**src/mamc_pkg.sv**
```systemverilog
package mamc_pkg;
   // ------------------------------------------------
   // register offsets
   // ------------------------------------------------
   localparam logic [7:0] ADDR_MASK_ONE = 8'h74;
   localparam logic [7:0] ADDR_MASK_TWO = 8'h75;
   localparam logic [7:0] ADDR_LOW_ONE = 8'h76;
   localparam logic [7:0] ADDR_LOW_TWO = 8'h77;
   localparam logic [7:0] ADDR_CFG_THREE = 8'h78;
   // high-byte result registers, eight in a row
   localparam logic [7:0] ADDR_HIGH_BASE = 8'h20;
   localparam logic [7:0] ADDR_HIGH_SPAN = 8'h08;
   // ------------------------------------------------
   // reset values and field positions
   // ------------------------------------------------
   localparam logic [7:0] RST_MASK = 8'h00;
   localparam logic [7:0] RST_CFG = 8'h00;
   localparam logic [7:0] RST_BYTE = 8'h00;
   localparam int MASK_ONE_ANY_BIT = 7;
   localparam int MASK_TWO_OVT_BIT = 1;
   localparam int MASK_TWO_F4P_BIT = 5;
   localparam logic [7:0] MASK_TWO_RO = 8'h02;
   localparam int CFG_ALERT_BIT = 0;
   localparam int CFG_OVH_EN_BIT = 1;
   localparam int CFG_FULL_SPEED_ON_OVERHEAT_BIT = 2;
   localparam int CFG_FAST_BIT = 3;
   localparam int CFG_STEADY_LSB = 4;
   localparam int LOW_FIELD_W = 2;
   localparam int GROUP_SIZE = 4;
   localparam logic [3:0] PWM_FULL = 4'hF;
   // ------------------------------------------------
   // timing
   // ------------------------------------------------
   localparam int CLK_HZ = 40000000;
   localparam int SLOW_MS = 1000;
   localparam int FAST_MS = 250;
   localparam int SLOW_CYC = SLOW_MS * (CLK_HZ / 1000);
   localparam int FAST_CYC = FAST_MS * (CLK_HZ / 1000);
   localparam int TICK_W = 26;
endpackage

```
**src/mamc_sync.sv**
```systemverilog
`timescale 1ns/10ps
`default_nettype none
// ------------------------------------------------
// three-stage pin synchroniser with agreement filter
// ------------------------------------------------
module mamc_sync #(
   parameter int W = 2
) (
   input wire logic sys_clk_i,
   input wire logic nrst_i,
   input wire logic en_i,
   input wire logic [W-1:0] pin_i,
   input wire logic [W-1:0] rst_val_i,
   output logic [W-1:0] level_o
);
   logic [W-1:0] s1_q;
   logic [W-1:0] s2_q;
   logic [W-1:0] s3_q;
   logic [W-1:0] lvl_q;
   logic [W-1:0] lvl_d;
   logic [1:0] fill_q;

   // only stages two and three are compared; stage one feeds stage two alone
   // idle value held until the chain carries real pin samples, so the
   // cleared chain never looks like an asserted pin after reset
   assign lvl_d = (fill_q == 2'h3) ? ((s2_q == s3_q) ? s3_q : lvl_q) : rst_val_i;
   assign level_o = lvl_q;

   // chain and filtered level; idle value taken after reset release
   always_ff @(posedge sys_clk_i or negedge nrst_i)
   begin
      if (!nrst_i)
      begin
         s1_q <= '0;
         s2_q <= '0;
         s3_q <= '0;
         lvl_q <= '0;
         fill_q <= 2'h0;
      end
      else if (en_i)
      begin
         s1_q <= pin_i;
         s2_q <= s1_q;
         s3_q <= s2_q;
         lvl_q <= lvl_d;
         fill_q <= (fill_q == 2'h3) ? fill_q : fill_q + 2'h1;
      end
   end
endmodule
`default_nettype wire

```
**src/mamc_snap.sv**
```systemverilog
`timescale 1ns/10ps
`default_nettype none
// ------------------------------------------------
// high-byte result store, registered read
// ------------------------------------------------
module mamc_snap (
   input wire logic sys_clk_i,
   input wire logic en_i,
   input wire logic wr_i,
   input wire logic [2:0] wr_addr_i,
   input wire logic [7:0] wr_data_i,
   input wire logic [2:0] rd_addr_i,
   output logic [7:0] rd_data_o
);
   logic [7:0] mem_q [0:7];
   logic [7:0] rd_q;

   assign rd_data_o = rd_q;

   // no reset: contents are undefined until the engine writes them
   always_ff @(posedge sys_clk_i)
   begin
      if (en_i)
      begin
         if (wr_i)
         begin
            mem_q[wr_addr_i] <= wr_data_i;
         end
         rd_q <= mem_q[rd_addr_i];
      end
   end
endmodule
`default_nettype wire

```
**src/mamc_top.sv**
```systemverilog
// Contract
// (RQ1) mask one bits 0-6 gate channel alerts
// (RQ2) mask one bit 7 gates status two
// (RQ3) mask two bit 0 gates 12 V
// (RQ4) overtemp mask bit is read-only
// (RQ5) mask two bits 2-4 gate fans 1-3
// (RQ6) bit 5 gates fan 4 or timer
// (RQ7) bits 6-7 gate diode faults A, B
// (RQ8) low bits one: four voltage LSB pairs
// (RQ9) low bits two: 12 V and temperatures
// (RQ10) low read freezes group until high reads
// (RQ11) alert bit turns fan pin two alert
// (RQ12) overheat monitor on selected pin
// (RQ13) overheat assertion can start the timer
// (RQ14) full_speed_on_overheat forces all fans full duty; with the alert bit set, fan pin two is still held low
// (RQ15) fast bit: tach every 250 ms
// (RQ16) steady bits: continuous tach per input
// (RQ17) lock makes config three read-only
// (RQ18) config and masks reset to zero
// (RQ19) alert when unmasked status flag set
`timescale 1ns/10ps
`default_nettype none
module mamc_top #(
   parameter int SLOW_CYC = mamc_pkg::SLOW_CYC,
   parameter int FAST_CYC = mamc_pkg::FAST_CYC
) (
   input wire logic sys_clk_i,
   input wire logic nrst_i,
   input wire logic en_i,
   input wire logic [7:0] reg_addr_i,
   input wire logic [7:0] reg_wdata_i,
   input wire logic reg_wr_i,
   input wire logic reg_rd_i,
   output logic [7:0] reg_rdata_o,
   output logic reg_rvalid_o,
   input wire logic lock_i,
   input wire logic overheat_pin_select_i,
   input wire logic [7:0] status_one_i,
   input wire logic [7:0] status_two_i,
   input wire logic timer_event_i,
   input wire logic res_wr_i,
   input wire logic [2:0] res_ch_i,
   input wire logic [9:0] res_val_i,
   input wire logic fan_speed_input_d_n_i,
   input wire logic five_volt_pin_n_i,
   input wire logic [3:0] pwm_i,
   output logic [3:0] pwm_o,
   output logic pwm2_oe_o,
   output logic alert_o,
   output logic overheat_o,
   output logic overheat_start_o,
   output logic full_speed_o,
   output logic fast_tach_o,
   output logic [3:0] tach_start_o,
   output logic [3:0] steady_tach_o
);
   // ------------------------------------------------
   // helpers
   // ------------------------------------------------
   // address falls in the high-byte result window
   function automatic logic hi_hit(input logic [7:0] a);
      hi_hit = (a >= mamc_pkg::ADDR_HIGH_BASE) &&
               (a < mamc_pkg::ADDR_HIGH_BASE + mamc_pkg::ADDR_HIGH_SPAN);
   endfunction

   // group of a channel: 0 = voltages, 1 = 12 V and temperatures
   function automatic logic grp_of(input logic [2:0] ch);
      grp_of = ch[2];
   endfunction

   // ------------------------------------------------
   // registers and state
   // ------------------------------------------------
   logic [7:0] mask_one_q;
   logic [7:0] mask_two_q;
   logic [7:0] cfg_three_q;
   logic [15:0] low_q;
   logic [15:0] low_d;
   logic [7:0] pend_q;
   logic [7:0] pend_d;
   logic [7:0] pend_clr;
   logic [7:0] pend_set;
   logic rd_p_q;
   logic [7:0] addr_p_q;
   logic [7:0] rdata_d;
   logic [7:0] hi_rdata;
   logic [mamc_pkg::TICK_W-1:0] tick_q;
   logic [mamc_pkg::TICK_W-1:0] tick_lim;
   logic tick_hit;
   logic [1:0] pins_s;
   logic overheat_q;

   // ------------------------------------------------
   // register decode
   // ------------------------------------------------
   logic wr_m1;
   logic wr_m2;
   logic wr_cfg;
   logic rd_low1;
   logic rd_low2;
   logic rd_hi;
   assign wr_m1 = reg_wr_i && (reg_addr_i == mamc_pkg::ADDR_MASK_ONE);
   assign wr_m2 = reg_wr_i && (reg_addr_i == mamc_pkg::ADDR_MASK_TWO);
   assign wr_cfg = reg_wr_i && (reg_addr_i == mamc_pkg::ADDR_CFG_THREE)
                   && !lock_i; // see (RQ17)
   assign rd_low1 = reg_rd_i && (reg_addr_i == mamc_pkg::ADDR_LOW_ONE);
   assign rd_low2 = reg_rd_i && (reg_addr_i == mamc_pkg::ADDR_LOW_TWO);
   assign rd_hi = reg_rd_i && hi_hit(reg_addr_i);

   // mask and config registers, zero after reset
   always_ff @(posedge sys_clk_i or negedge nrst_i)
   begin
      if (!nrst_i)
      begin
         mask_one_q <= mamc_pkg::RST_MASK; // see (RQ18)
         mask_two_q <= mamc_pkg::RST_MASK; // see (RQ18)
         cfg_three_q <= mamc_pkg::RST_CFG; // see (RQ18)
      end
      else if (en_i)
      begin
         if (wr_m1)
         begin
            mask_one_q <= reg_wdata_i;
         end
         if (wr_m2)
         begin
            // overtemp mask stays at its reset value
            mask_two_q <= reg_wdata_i & ~mamc_pkg::MASK_TWO_RO; // see (RQ4)
         end
         if (wr_cfg)
         begin
            cfg_three_q <= reg_wdata_i;
         end
      end
   end

   // ------------------------------------------------
   // result snapshots and freeze
   // ------------------------------------------------
   // a read of a low-bits register arms all four high bytes of its group;
   // the group stays frozen until each of those has been read
   assign pend_clr = rd_hi ? (8'h01 << reg_addr_i[2:0]) : 8'h00; // see (RQ10)
   assign pend_set = {{mamc_pkg::GROUP_SIZE{rd_low2}}, {mamc_pkg::GROUP_SIZE{rd_low1}}};
   assign pend_d = (pend_q & ~pend_clr) | pend_set; // see (RQ10)

   logic grp_frozen;
   logic res_take;
   assign grp_frozen = grp_of(res_ch_i) ? (|pend_q[7:4]) : (|pend_q[3:0]);
   assign res_take = res_wr_i && !grp_frozen; // see (RQ10)

   // channel n keeps its two LSBs at bits 2n+1:2n
   always_comb
   begin
      low_d = low_q;
      if (res_take)
      begin
         low_d[res_ch_i*mamc_pkg::LOW_FIELD_W +: mamc_pkg::LOW_FIELD_W] =
            res_val_i[1:0]; // see (RQ8) see (RQ9)
      end
   end

   // freeze flags and low-bit fields
   always_ff @(posedge sys_clk_i or negedge nrst_i)
   begin
      if (!nrst_i)
      begin
         pend_q <= 8'h00;
         low_q <= 16'h0000;
      end
      else if (en_i)
      begin
         pend_q <= pend_d;
         low_q <= low_d;
      end
   end

   // high bytes live in a small store with a registered read
   mamc_snap mamc_snap_i (
      .sys_clk_i(sys_clk_i),
      .en_i(en_i),
      .wr_i(res_take),
      .wr_addr_i(res_ch_i),
      .wr_data_i(res_val_i[9:2]),
      .rd_addr_i(reg_addr_i[2:0]),
      .rd_data_o(hi_rdata)
   );

   // ------------------------------------------------
   // read path: two cycles, matching the store latency
   // ------------------------------------------------
   // low-bit registers are read-only; unmapped reads return zero
   always_comb
   begin
      rdata_d = mamc_pkg::RST_BYTE;
      if (hi_hit(addr_p_q))
      begin
         rdata_d = hi_rdata;
      end
      else
      begin
         case (addr_p_q)
            mamc_pkg::ADDR_MASK_ONE: rdata_d = mask_one_q;
            mamc_pkg::ADDR_MASK_TWO: rdata_d = mask_two_q;
            mamc_pkg::ADDR_LOW_ONE: rdata_d = low_q[7:0]; // see (RQ8)
            mamc_pkg::ADDR_LOW_TWO: rdata_d = low_q[15:8]; // see (RQ9)
            mamc_pkg::ADDR_CFG_THREE: rdata_d = cfg_three_q;
            default: rdata_d = mamc_pkg::RST_BYTE;
         endcase
      end
   end

   // read pipeline and answer
   always_ff @(posedge sys_clk_i or negedge nrst_i)
   begin
      if (!nrst_i)
      begin
         rd_p_q <= 1'b0;
         addr_p_q <= 8'h00;
         reg_rdata_o <= 8'h00;
         reg_rvalid_o <= 1'b0;
      end
      else if (en_i)
      begin
         rd_p_q <= reg_rd_i;
         addr_p_q <= reg_addr_i;
         reg_rvalid_o <= rd_p_q;
         if (rd_p_q)
         begin
            reg_rdata_o <= rdata_d;
         end
      end
   end

   // ------------------------------------------------
   // alert combining
   // ------------------------------------------------
   logic use_fan_speed_input_d;
   logic [7:0] stat_two_eff;
   logic alert_d;
   assign use_fan_speed_input_d = cfg_three_q[mamc_pkg::CFG_OVH_EN_BIT] && !overheat_pin_select_i;
   // bit 5 flags the overheat timer instead of fan 4 when tach four is borrowed
   always_comb
   begin
      stat_two_eff = status_two_i;
      stat_two_eff[mamc_pkg::MASK_TWO_F4P_BIT] =
         use_fan_speed_input_d ? timer_event_i : status_two_i[mamc_pkg::MASK_TWO_F4P_BIT]; // see (RQ6)
   end
   // status one bit 7 only summarises status two, so it is not used directly
   assign alert_d = (|(status_one_i[6:0] & ~mask_one_q[6:0])) // see (RQ1) see (RQ19)
      || (!mask_one_q[mamc_pkg::MASK_ONE_ANY_BIT] // see (RQ2)
          && (|(stat_two_eff & ~mask_two_q))); // see (RQ3) see (RQ5) see (RQ7)

   // ------------------------------------------------
   // overheat input
   // ------------------------------------------------
   mamc_sync #(
      .W(2)
   ) mamc_sync_i (
      .sys_clk_i(sys_clk_i),
      .nrst_i(nrst_i),
      .en_i(en_i),
      .pin_i({five_volt_pin_n_i, fan_speed_input_d_n_i}),
      .rst_val_i(2'b11),
      .level_o(pins_s)
   );

   logic ovh_act;
   logic full_speed_on_overheat;
   // pins are active low; selection follows the external select bit
   assign ovh_act = cfg_three_q[mamc_pkg::CFG_OVH_EN_BIT] // see (RQ12)
      && !(overheat_pin_select_i ? pins_s[1] : pins_s[0]);
   assign full_speed_on_overheat = cfg_three_q[mamc_pkg::CFG_FULL_SPEED_ON_OVERHEAT_BIT] && ovh_act; // see (RQ14)

   // ------------------------------------------------
   // tach measurement cadence
   // ------------------------------------------------
   logic fast;
   assign fast = cfg_three_q[mamc_pkg::CFG_FAST_BIT];
   assign tick_lim = fast ? mamc_pkg::TICK_W'(FAST_CYC - 1)
                          : mamc_pkg::TICK_W'(SLOW_CYC - 1); // see (RQ15)
   // >= so a switch to fast mid-interval does not wait a full wrap
   assign tick_hit = (tick_q >= tick_lim);

   // interval counter
   always_ff @(posedge sys_clk_i or negedge nrst_i)
   begin
      if (!nrst_i)
      begin
         tick_q <= '0;
      end
      else if (en_i)
      begin
         tick_q <= tick_hit ? '0 : tick_q + 1'b1;
      end
   end

   // ------------------------------------------------
   // outputs, all registered
   // ------------------------------------------------
   logic alert_mode;
   logic [3:0] steady;
   logic [3:0] pwm_d;
   assign alert_mode = cfg_three_q[mamc_pkg::CFG_ALERT_BIT];
   assign steady = cfg_three_q[mamc_pkg::CFG_STEADY_LSB +: 4];
   // fan pin two: open-drain alert pulled low when active, else fan drive
   always_comb
   begin
      pwm_d = full_speed_on_overheat ? mamc_pkg::PWM_FULL : pwm_i; // see (RQ14)
      if (alert_mode)
      begin
         pwm_d[1] = 1'b0; // see (RQ11)
      end
   end

   always_ff @(posedge sys_clk_i or negedge nrst_i)
   begin
      if (!nrst_i)
      begin
         pwm_o <= 4'h0;
         pwm2_oe_o <= 1'b1;
         alert_o <= 1'b0;
         overheat_q <= 1'b0;
         overheat_start_o <= 1'b0;
         full_speed_o <= 1'b0;
         fast_tach_o <= 1'b0;
         tach_start_o <= 4'h0;
         steady_tach_o <= 4'h0;
      end
      else if (en_i)
      begin
         pwm_o <= pwm_d;
         pwm2_oe_o <= alert_mode ? alert_d : 1'b1; // see (RQ11) see (RQ19)
         alert_o <= alert_d; // see (RQ19)
         overheat_q <= ovh_act;
         overheat_start_o <= ovh_act && !overheat_q; // see (RQ13)
         full_speed_o <= full_speed_on_overheat;
         fast_tach_o <= fast;
         tach_start_o <= {4{tick_hit}} | steady; // see (RQ15) see (RQ16)
         steady_tach_o <= steady; // see (RQ16)
      end
   end

   assign overheat_o = overheat_q;
endmodule
`default_nettype wire

```
**config.mk**
```make
export PLATFORM = sky130hd
export DESIGN_NAME = mamc_top
export DESIGN_NICKNAME = d
export VERILOG_FILES = /design/src/mamc_pkg.sv /design/src/mamc_sync.sv /design/src/mamc_snap.sv /design/src/mamc_top.sv
export SDC_FILE = /design/constraint.sdc
export NUM_CORES = 1
export LEC_CHECK = 0
export ABC_AREA = 1
export BUFFER_PORTS_ARGS = -buffer_cell sky130_fd_sc_hd__clkbuf_2
export CAP_MARGIN = 20
export CORE_MARGIN = 1.5
export CORE_UTILIZATION = 35
export CTS_CLUSTER_DIAMETER = 50
export CTS_CLUSTER_SIZE = 28
export DETAILED_ROUTE_END_ITERATION = 12
export PLACE_DENSITY = 0.5
export SYNTH_ARGS = -nofsm -noshare
export SYNTH_HDL_FRONTEND = slang
export SYNTH_SLANG_ARGS = --single-unit
```
**constraint.sdc**
```tcl
create_clock -name sys_clk_i -period 3.47 [get_ports sys_clk_i]
set_input_delay 0.694 -clock sys_clk_i [delete_from_list [all_inputs] [get_ports sys_clk_i]]
set_output_delay 0.694 -clock sys_clk_i [all_outputs]
set_load 0.05 [all_outputs]
```
=== Yosys cells after proc, flatten, opt, wreduce, memory -nomap -nowiden ===
Memory sizes are Yosys's and may differ from the RTL's. A register that Yosys moved wholly into a read port is not among the register bits.
Cells that the tools add are included.

* Add/subtract/negate cells: 3
* Order comparisons: 5
* Eq/ne operators: 13
* Shift operators: 3
* Multiplexer cells: 17
* Bitwise logic cells: 9
* Reduce and logical (&&, ||, !) cells: 33

{| class="wikitable"
|+ Operators with widths
! cell !! count
|-
| 8-bit by 7-bit equality test with 1-bit output (second input constant) || 10
|-
| 26-bit 2-to-1 mux || 2
|-
| 8-bit one-hot mux with 5 select lines || 1
|-
| 4-bit negator with 34-bit output || 1
|-
| 2-bit by 34-bit variable shift with 16-bit output (first input constant) || 1
|-
| 2-bit by 34-bit variable part select with 16-bit output || 1
|-
| 26-bit by 1-bit adder with 26-bit output (second input constant) || 1
|-
| 26-bit >= comparator || 1
|-
| 8-bit bitwise AND || 2
|-
| 16-bit bitwise mux || 1
|-
| 8-bit by 6-bit >= comparator with 1-bit output (second input constant) || 2
|-
| 8-bit by 6-bit less-than comparator with 1-bit output (second input constant) || 2
|-
| 8-bit 2-to-1 mux || 2
|-
| 8-bit inverter || 2
|-
| 1-bit logical AND || 15
|-
| 2-bit AND reduction || 7
|-
| 1-bit 2-to-1 mux || 8
|-
| 8-bit OR || 1
|-
| 4-bit OR reduction || 2
|-
| 8-bit OR reduction || 1
|-
| 1-bit by 3-bit << shifter with 8-bit output (first input constant) || 1
|-
| 7-bit bitwise AND || 1
|-
| 7-bit inverter || 1
|-
| 7-bit OR reduction || 1
|-
| other kinds (10) || 16
|}

* Register bits: 119
* Memory bits (writable): 64
* Input port bits: 60
* Output and inout port bits: 27
* Logic and storage cells: 108
* Memories: 1

{| class="wikitable"
|+ Memory list
! name !! words !! width !! rd ports !! clocked after Yosys merged registers in !! wr ports !! RTL line !! RTL
|-
| mamc_snap_i.mem_q || 8 || 8 || 1 || 1 || 1 || mamc_snap.sv:15 || <nowiki>logic [7:0] mem_q [0:7];</nowiki>
|}

=== Logic depth before layout (Yosys ltp) ===
Gate-level depths: netlist of run 1.

* Word-level depth: 8
* Mapped depth: 14
* Mapped depth without buffers: 13

=== By module ===
A second synthesis of run 1 with hierarchy kept.

* Cell total of the unflattened synthesis: 1,125
* Area, all modules: 9,676.8 µm²

{| class="wikitable"
|+ By module, submodules not included
! module !! instances !! cells an instance !! area an instance (µm²) !! sequential area each (µm²)
|-
| mamc_top || 1 || 774 || 6,090.8 || 2,728.9
|-
| mamc_snap || 1 || 302 || 3,131.8 || 2,162.1
|-
| mamc_sync || 1 || 49 || 454.2 || 250.2
|}

=== Least setup slack after synthesis of run 1 ===
Ideal clock, no wire load.

* Kind: in2reg
* From: in en_i
* To: mem mamc_snap_i.mem_q[3][0], enable pin
* Library setup time: 0.383 ns
* Arrival time: 1.916 ns
* Required time: 3.087 ns
* Slack: 1.171 ns
* Stages: 7
* Buffers on the path: 1
* Path through: buf_6 -> nand2_1 -> a21oi_2 -> nand2_2 -> inv_1 -> nand2_1 -> nor3_1

* Cells in the longest elaborated chain, start to end: 2

{| class="wikitable"
|+ RTL lines
! what !! RTL line !! RTL
|-
| from (decl) || mamc_top.sv:29 || <nowiki>input wire logic en_i,</nowiki>
|-
| 1-bit 2-to-1 mux || mamc_snap.sv:23 || <nowiki>if (en_i)</nowiki>
|-
| 1-bit 2-to-1 mux (not written as such) || mamc_snap.sv:27 || <nowiki>mem_q[wr_addr_i] <= wr_data_i;</nowiki>
|-
| to (decl) || mamc_snap.sv:15 ||
|}

Every way passes these cells.

=== Worst setup path after layout of run 1 ===
* From: reg cfg_three_q[3]
* To: reg tick_q[20] (netlist bit)

* Cells in the longest elaborated chain, start to end: 3

{| class="wikitable"
|+ RTL lines
! what !! RTL line !! RTL
|-
| from (decl) || mamc_top.sv:76 || <nowiki>logic [7:0] cfg_three_q;</nowiki>
|-
| from (signal assigned) || mamc_top.sv:117 || <nowiki>cfg_three_q <= mamc_pkg::RST_CFG;</nowiki>
|-
| from (signal assigned) || mamc_top.sv:132 || <nowiki>cfg_three_q <= reg_wdata_i;</nowiki>
|-
| 26-bit 2-to-1 mux || mamc_top.sv:279 || <nowiki>assign tick_lim = fast ? mamc_pkg::TICK_W'(FAST_CYC - 1)</nowiki>
|-
| 26-bit >= comparator || mamc_top.sv:282 || <nowiki>assign tick_hit = (tick_q >= tick_lim);</nowiki>
|-
| 26-bit 2-to-1 mux || mamc_top.sv:293 || <nowiki>tick_q <= tick_hit ? '0 : tick_q + 1'b1;</nowiki>
|-
| to (signal assigned) || mamc_top.sv:293 ||
|-
| to (decl) || mamc_top.sv:87 || <nowiki>logic [mamc_pkg::TICK_W-1:0] tick_q;</nowiki>
|}

Every way passes these cells.
A chain may end at the register's enable or synchronous reset.

==> results.yml, run 1 <==
run:
  cap_violations: 0
setup_path:
  path_max_fanout: 22
  worstReg2RegEnd: "tick_q[20]$_DFFE_PN0P_"
  reg2reg_setup_slack_ns: 1.26
  critPathArrivalTime_ns: 2.51
  r2r_start: "cfg_three_q[3]$_DFFE_PN0P_"
  path_buf_inv: 2
  r2r_cells: 11
  critPathSlowestCell: "inv_2"
  crit_required_ns: 3.76
  critPathCaptureType: "register"
  start_kind: "register"
  crit_path_cell_trace: "buf_4 -> ha_1 -> nand2_1 -> nor2_1 -> nand2_1 -> nor2_1 -> nand2_1 -> nand3_2 -> nand2_2 -> inv_2 -> nor2_1"
  slowest_delay_ns: 0.39
  cp.depth: 11
  cp_top_family: "simple AND/OR/NAND/NOR gates"
  crit_type: "register to register"
clocking:
  post_cts_resized: 0
  insertion_delay_ns: 0.44
  cts.sinks: 191
  holdBufCountCts: 0
  cts_tree: "yes"
  htreeDepth: 4
  clk_pin_slew_ns: 0.08
  postCtsSetupRepairBufs: 0
  root_buffer: "clkbuf_16"
  clockBufferDepth: 2
  numCtsBuffers: 17
route:
  antenna_left: 0
  met3_length_um: 733
  dr.pass1.iters: 5
  wl_met2_um: 10400
  wire_per_inst_um: 15.3
  top_layer: "met4"
  vias: 6816
  drt-met1-wl_um: 10600
  drt_iter0_markers: 304
  wl_um: 22200
  drc_errors: 0
  via_per_inst: 4.71
sta:
  setup_viol: 0
  final.setup.tns_ns: 0
  slew_headroom_pct: 45.6
  max_freq_mhz: 452
  final.period_utilization_pct: 63.8
  period_needed_ns: 2.21
  skew_ns: 0.0178
  rsz0062_at_grt: "no"
  finalHoldViolations: 0
  worstMarginPinSlew_ns: 0.817
  drv_slew: 0
power:
  p_per_area_nw_per_um2: 499
  peakVddDrop_mv: 0.371
  p_leak_nw: 4.94
cells_and_area:
  fillers: 2579
  area_growth_pct: 15.8
  nets: 1180
  layout-drive-gt1-share_pct: 16.1
  fin_area_um2: 10500
place:
  dpl-instance-area_um2: 9900
  port_buffers: 85
  gp_congestion: 0.851
  hpwl_um: 16000
synth:
  ys_ff_latch: 191
  synthCells: 1005
  avgSynthCellArea_um2: 9.03
  synth_warnings: 0
  netlist_area_um2: 9070
  synth.area.top_cells: "dfrtp_1 (33%), edfxtp_1 (24%), nand2_1 (13%)"
  yosysTopAreaCell: "dfrtp_1"
  synth_fp_nets: 1083
  synth_seq_area_share_pct: 56.7
  synth_top_area_share_pct: 32.6
  synth.distinct_cells: 43
floorplanning:
  row_count: 58
  core_um2: 25300
  die_y_um: 164
  initial_utilization_pct: 35.8
  die-area_um2: 26900
  io_pins: 87
  die_x_um: 164
global_route:
  grt.total_usage_pct: 17.2
  overflow: 0
  grt_pass1_wl_um: 35000
  grt_start_max_net_pins: 63
  grt_pass1_vias: 6592
  antenna_found_initial: 1
outcome:
  status: "complete, no violations"
worst_hold_path:
  hold_path_class: "input pin to async pin"
==> metal layers <==
layer  vias to the layer above  global-route usage, %
met4                         0                   5.50
met3                        21                   3.23
met5                         -                      0
li1                       3489                      -
met2                       104                   28.4
met1                      3202                   22.9
==> worst register-to-register path: cells and delay by family, from the launching register on <==
family,cells,cell delay [ns]
adders and majority gates,1,0.32
and+or+nand+nor,8,0.79
DFF,1,0.38
buffers and inverters,2,0.58
==> power breakdown <==
| part | internal, mW | switching [mW] | leakage (nW) |
|---|---|---|---|
| clock network | 1.04 | 0.979 | 0.291 |
| registers | 2.51 | 0.104 | 2.23 |
| logic | 0.196 | 0.416 | 2.42 |
| total | 3.75 | 1.50 | 4.94 |
==> kinds of logic (layout without fill, tap and decap cells) <==
logic type / Yosys count / after routing / share of synthesized area, %
compound gates: 109 / 109 / 7.37
xor+xnor: 18 / 18 / 1.74
fa+ha+maj: 18 / 18 / 2.48
buf+inv: 133 / 243 / 6.18
flops: 191 / 191 / 56.7
other cells: 0 / 1 / 0
simple gates: 536 / 536 / 25.6
==> layout make-up <==
class | instances | area, um^2 | area share [%]
Inverter | 110 | 413 | 3.93
Clock buffer | 17 | 425 | 4.05
Timing Repair Buffer | 101 | 561 | 5.33
Sequential cell | 191 | 5140 | 48.9
Tap cell | 330 | 413 | 3.93
Multi-Input combinational cell | 681 | 3370 | 32.1
Antenna cell | 1 | 2.50 | 0.0238
Clock inverter | 15 | 183 | 1.74
==> stage by stage <==
stage | hold slack, ns | power (mW) | std cells | worst slack (ns) | util (%)
2_1_floorplan | 0.398 | 3.06 | 1005 | 1.17 | -
3_3_place_gp | 0.452 | 3.27 | 1413 | 1.04 | 39.1
3_5_place_dp | 0.458 | 3.28 | 1413 | 1.03 | 39.1
4_1_cts | 0.371 | 5.31 | 1445 | 1.18 | 41.5
5_1_grt | 0.404 | 5.49 | 1445 | 0.920 | 41.5
6_report | 0.342 | 5.25 | 1446 | 1.26 | 41.5
==> Yosys cell counts, drive strengths merged <==
| master | n |
|---|---|
| xnor2 | 4 |
| o41ai | 1 |
| o21ai | 70 |
| a22oi | 10 |
| nor2 | 96 |
| o21a | 1 |
| or2 | 3 |
| a221oi | 2 |
| ha | 18 |
| buf | 18 |
| dfrtp | 118 |
| a211oi | 2 |
| nand2 | 327 |
| dfstp | 1 |
| clkinv | 1 |
| clkbuf | 5 |
| a41oi | 6 |
| xor2 | 14 |
| nor3 | 36 |
| nand3 | 54 |
| inv | 109 |
| nand3b | 1 |
| a21oi | 12 |
| nor4 | 2 |
| a21o | 2 |
| nand4 | 17 |
| edfxtp | 72 |
| o22a | 3 |
==> worst max-delay path by stage <==
stage                                     from                                  to  slack [ns]
floorplan                                 en_i   mamc_snap_i.mem_q[3][0]$_DFFE_PP_        1.17
global placement                 reg_addr_i[1]  mamc_snap_i.rd_data_o[0]$_DFFE_PP_        1.04
detailed placement               reg_addr_i[1]  mamc_snap_i.rd_data_o[0]$_DFFE_PP_        1.03
CTS                 cfg_three_q[3]$_DFFE_PN0P_              tick_q[25]$_DFFE_PN0P_        1.18
global route        cfg_three_q[3]$_DFFE_PN0P_              tick_q[22]$_DFFE_PN0P_        0.92
finish              cfg_three_q[3]$_DFFE_PN0P_              tick_q[20]$_DFFE_PN0P_        1.26
==> sequential cells by signal, summed over array words and instances, names as in the netlist, 8 cells and up <==
name and flops:
low_q 16, reg_rdata_o 8, mask_one_q 8, mamc_snap_i.rd_data_o 8, cfg_three_q 8, mamc_snap_i.mem_q 64
addr_p_q 8, pend_q 8, tick_q 26
==> layout by cell type, fill, tap and decap left out, types with 3 or more instances in the layout <==
cell         n
a21oi_1     11
a22oi_1     10
a41oi_1      6
buf_4       16
clkbuf_16   17
clkbuf_2    84
clkinv_8     3
dfrtp_1    118
edfxtp_1    72
ha_1        18
inv_1      103
inv_2        6
inv_6        6
nand2_1    322
nand2_2      5
nand3_1     52
nand4_1     15
nor2_1      87
nor2_2       5
nor2_4       4
nor3_1      27
nor3_2       7
o21ai_0     53
o21ai_1      9
o21ai_2      8
o22a_1       3
or2_2        3
xnor2_1      4
xor2_1      14
No activity file was read; power rests on OpenSTA's default activity.
==> inputs of run 2 (changes only) <==
--- a/config.mk
+++ b/config.mk
@@ -13,7 +13,7 @@
 export CTS_CLUSTER_DIAMETER = 50
 export CTS_CLUSTER_SIZE = 28
 export DETAILED_ROUTE_END_ITERATION = 12
-export PLACE_DENSITY = 0.5
+export PLACE_DENSITY = 0.52
 export SYNTH_ARGS = -nofsm -noshare
 export SYNTH_HDL_FRONTEND = slang
 export SYNTH_SLANG_ARGS = --single-unit
==> constraint.sdc (replaced) <==
create_clock -name sys_clk_i -period 2 [get_ports sys_clk_i]
set_input_delay 0.4 -clock sys_clk_i [delete_from_list [all_inputs] [get_ports sys_clk_i]]
set_output_delay 0.4 -clock sys_clk_i [all_outputs]
set_load 0.05 [all_outputs]
==> results.yml, run 2 (synthesized netlist as in run 1, its figures left out) <==
outcome:
  status: "complete, no violations"
cells_and_area:
  final_core_util_pct: 42.5
  nets: 1211
  insertedDiodeCount: 0
  fin_area_um2: 10800
  largest-register: "mamc_snap_i.mem_q"
  layout-drive-gt1-share_pct: 18.6
  largest_reg_flops: 64
  final_cell_mix: "nand2_1 (322), dfrtp_1 (118), inv_1 (102)"
  reg_top3: "mamc_snap_i.mem_q x64, tick_q x26, low_q x16"
  final_common_cell: "nand2_1"
  area_growth_pct: 18.7
global_route:
  grt_pass1_vias: 6672
  grt_pass1_wl_um: 35300
  overflow: 0
  grt_start_max_net_pins: 36
  antenna_found_initial: 0
  grt.total_usage_pct: 17.1
sta:
  max_freq_mhz: 527
  final.setup.tns_ns: 0
  setup_viol: 0
  slew_headroom_pct: 66.0
  drv_slew: 0
  final.period_utilization_pct: 95.0
  worstMarginPinSlew_ns: 0.507
  skew_ns: 0.0240
  setup_ws_ns: 0.101
  finalHoldViolations: 0
  period_needed_ns: 1.90
  rsz0062_at_grt: "no"
clocking:
  htreeDepth: 4
  postCtsSetupRepairBufs: 0
  insertion_delay_ns: 0.44
  clockBufferDepth: 2
  clk_pin_slew_ns: 0.08
  cts_tree: "yes"
  numCtsBuffers: 17
  root_buffer: "clkbuf_16"
  cts.sinks: 191
setup_path:
  cpMostUsedCell: "nand2_1"
  path_max_fanout: 9
  crit_required_ns: 2.33
  critPathSlowestCell: "dfrtp_1"
  crit_type: "register to register"
  slowest_delay_ns: 0.39
  critPathCaptureType: "register"
  critPathArrivalTime_ns: 2.22
  start_kind: "register"
  crit_path_cell_trace: "buf_4 -> ha_1 -> nand2_1 -> nor2_2 -> nand2_1 -> nor2_1 -> nand2_1 -> nand3_2 -> nand2_4 -> buf_6 -> nand2_1 -> inv_1"
route:
  wl_met2_um: 10400
  wl_um: 21900
  top_layer: "met4"
  wire_per_inst_um: 14.8
  antenna_left: 0
  dr.pass1.iters: 4
  met3_length_um: 650
  via_per_inst: 4.69
  vias: 6921
  drc_errors: 0
  drt_iter0_markers: 420
  drt-met1-wl_um: 10600
floorplanning:
  row_count: 58
  io_pins: 87
  die-area_um2: 26900
  core_um2: 25300
  die_y_um: 164
  die_x_um: 164
  initial_utilization_pct: 35.8
place:
  port_buffers: 85
  dpl-instance-area_um2: 10100
  hpwl_um: 16400
  gp_congestion: 0.815
  post-place-ws_ns: -0.0504
worst_hold_path:
  hold_path_class: "input pin to register"
power:
  peakVddDrop_mv: 0.517
  p_per_area_nw_per_um2: 837
  p_leak_nw: 5.11
  total_power_mw: 9.01
run:
  cap_violations: 0
## run 2: changes by cell type in the layout (fill, tap and decap cells not counted), moves of 2 or more
cell / change
buf_4: +27
buf_12: +2
inv_6: -3
clkinv_4: +3
inv_8: +3
## run 2: stage by stage
| step | std cells | hold slack (ns) |
|---|---|---|
| finish | 1476 | 0.188 |
| global route | 1476 | 0.179 |
| global placement | 1443 | 0.352 |
| detailed placement | 1443 | 0.348 |
| floorplan | 1005 | 0.104 |
| CTS | 1476 | 0.161 |
## run 2: cell type report
type / count / area (um^2)
Clock buffer: 17 / 425
Clock inverter: 15 / 159
Fill cell: 2561 / 14600
Inverter: 110 / 420
Multi-Input combinational cell: 681 / 3380
Sequential cell: 191 / 5140
Tap cell: 330 / 413
Timing Repair Buffer: 132 / 825
## run 2: where the power goes
part	total [mW]	switching, mW	leakage, nW	internal, mW
Combinational	1.13	0.741	2.60	0.384
Clock	3.36	1.68	0.284	1.67
Sequential	4.53	0.172	2.23	4.36
Total	9.01	2.59	5.11	6.41
## run 2: final timing paths
kind	to	slack, ns	from	cells after the start
min in group asynchronous	tick_q[20]$_DFFE_PN0P_	0.42	nrst_i	2
worst min register to register	rd_p_q$_DFFE_PN0P_	0.48	rd_p_q$_DFFE_PN0P_	2
worst max-delay path	tick_q[24]$_DFFE_PN0P_	0.10	cfg_three_q[3]$_DFFE_PN0P_	12
max in group asynchronous	tick_q[5]$_DFFE_PN0P_	0.99	nrst_i	3
worst min-delay path	mamc_sync_i.s1_q[1]$_DFFE_PN0P_	0.19	five_volt_pin_n_i	3
worst max register to register	tick_q[24]$_DFFE_PN0P_	0.10	cfg_three_q[3]$_DFFE_PN0P_	12
## run 2: metal layers
| metal | vias to the layer above | global-route usage [%] |
|---|---|---|
| li1 | 3549 | - |
| met1 | 3246 | 23.3 |
| met2 | 115 | 28.2 |
| met3 | 11 | 2.95 |
| met4 | 0 | 4.17 |
| met5 | - | 0 |
## run 2: repair_timing
action | 4_1_cts | 5_1_grt
endpoints found under the setup margin | 22 | 30
pin swaps | 0 | 0
hold buffers | 1 | 0
gates resized for setup | 1 | 7
endpoints found under the hold margin | 23 | 0
## run 2: critical path: cells and delay by family (launching register included)
family,cells,cell delay [ns]
adders and majority gates,1,0.32
buffers and inverters,3,0.37
DFF,1,0.39
and+or+nand+nor,8,0.72
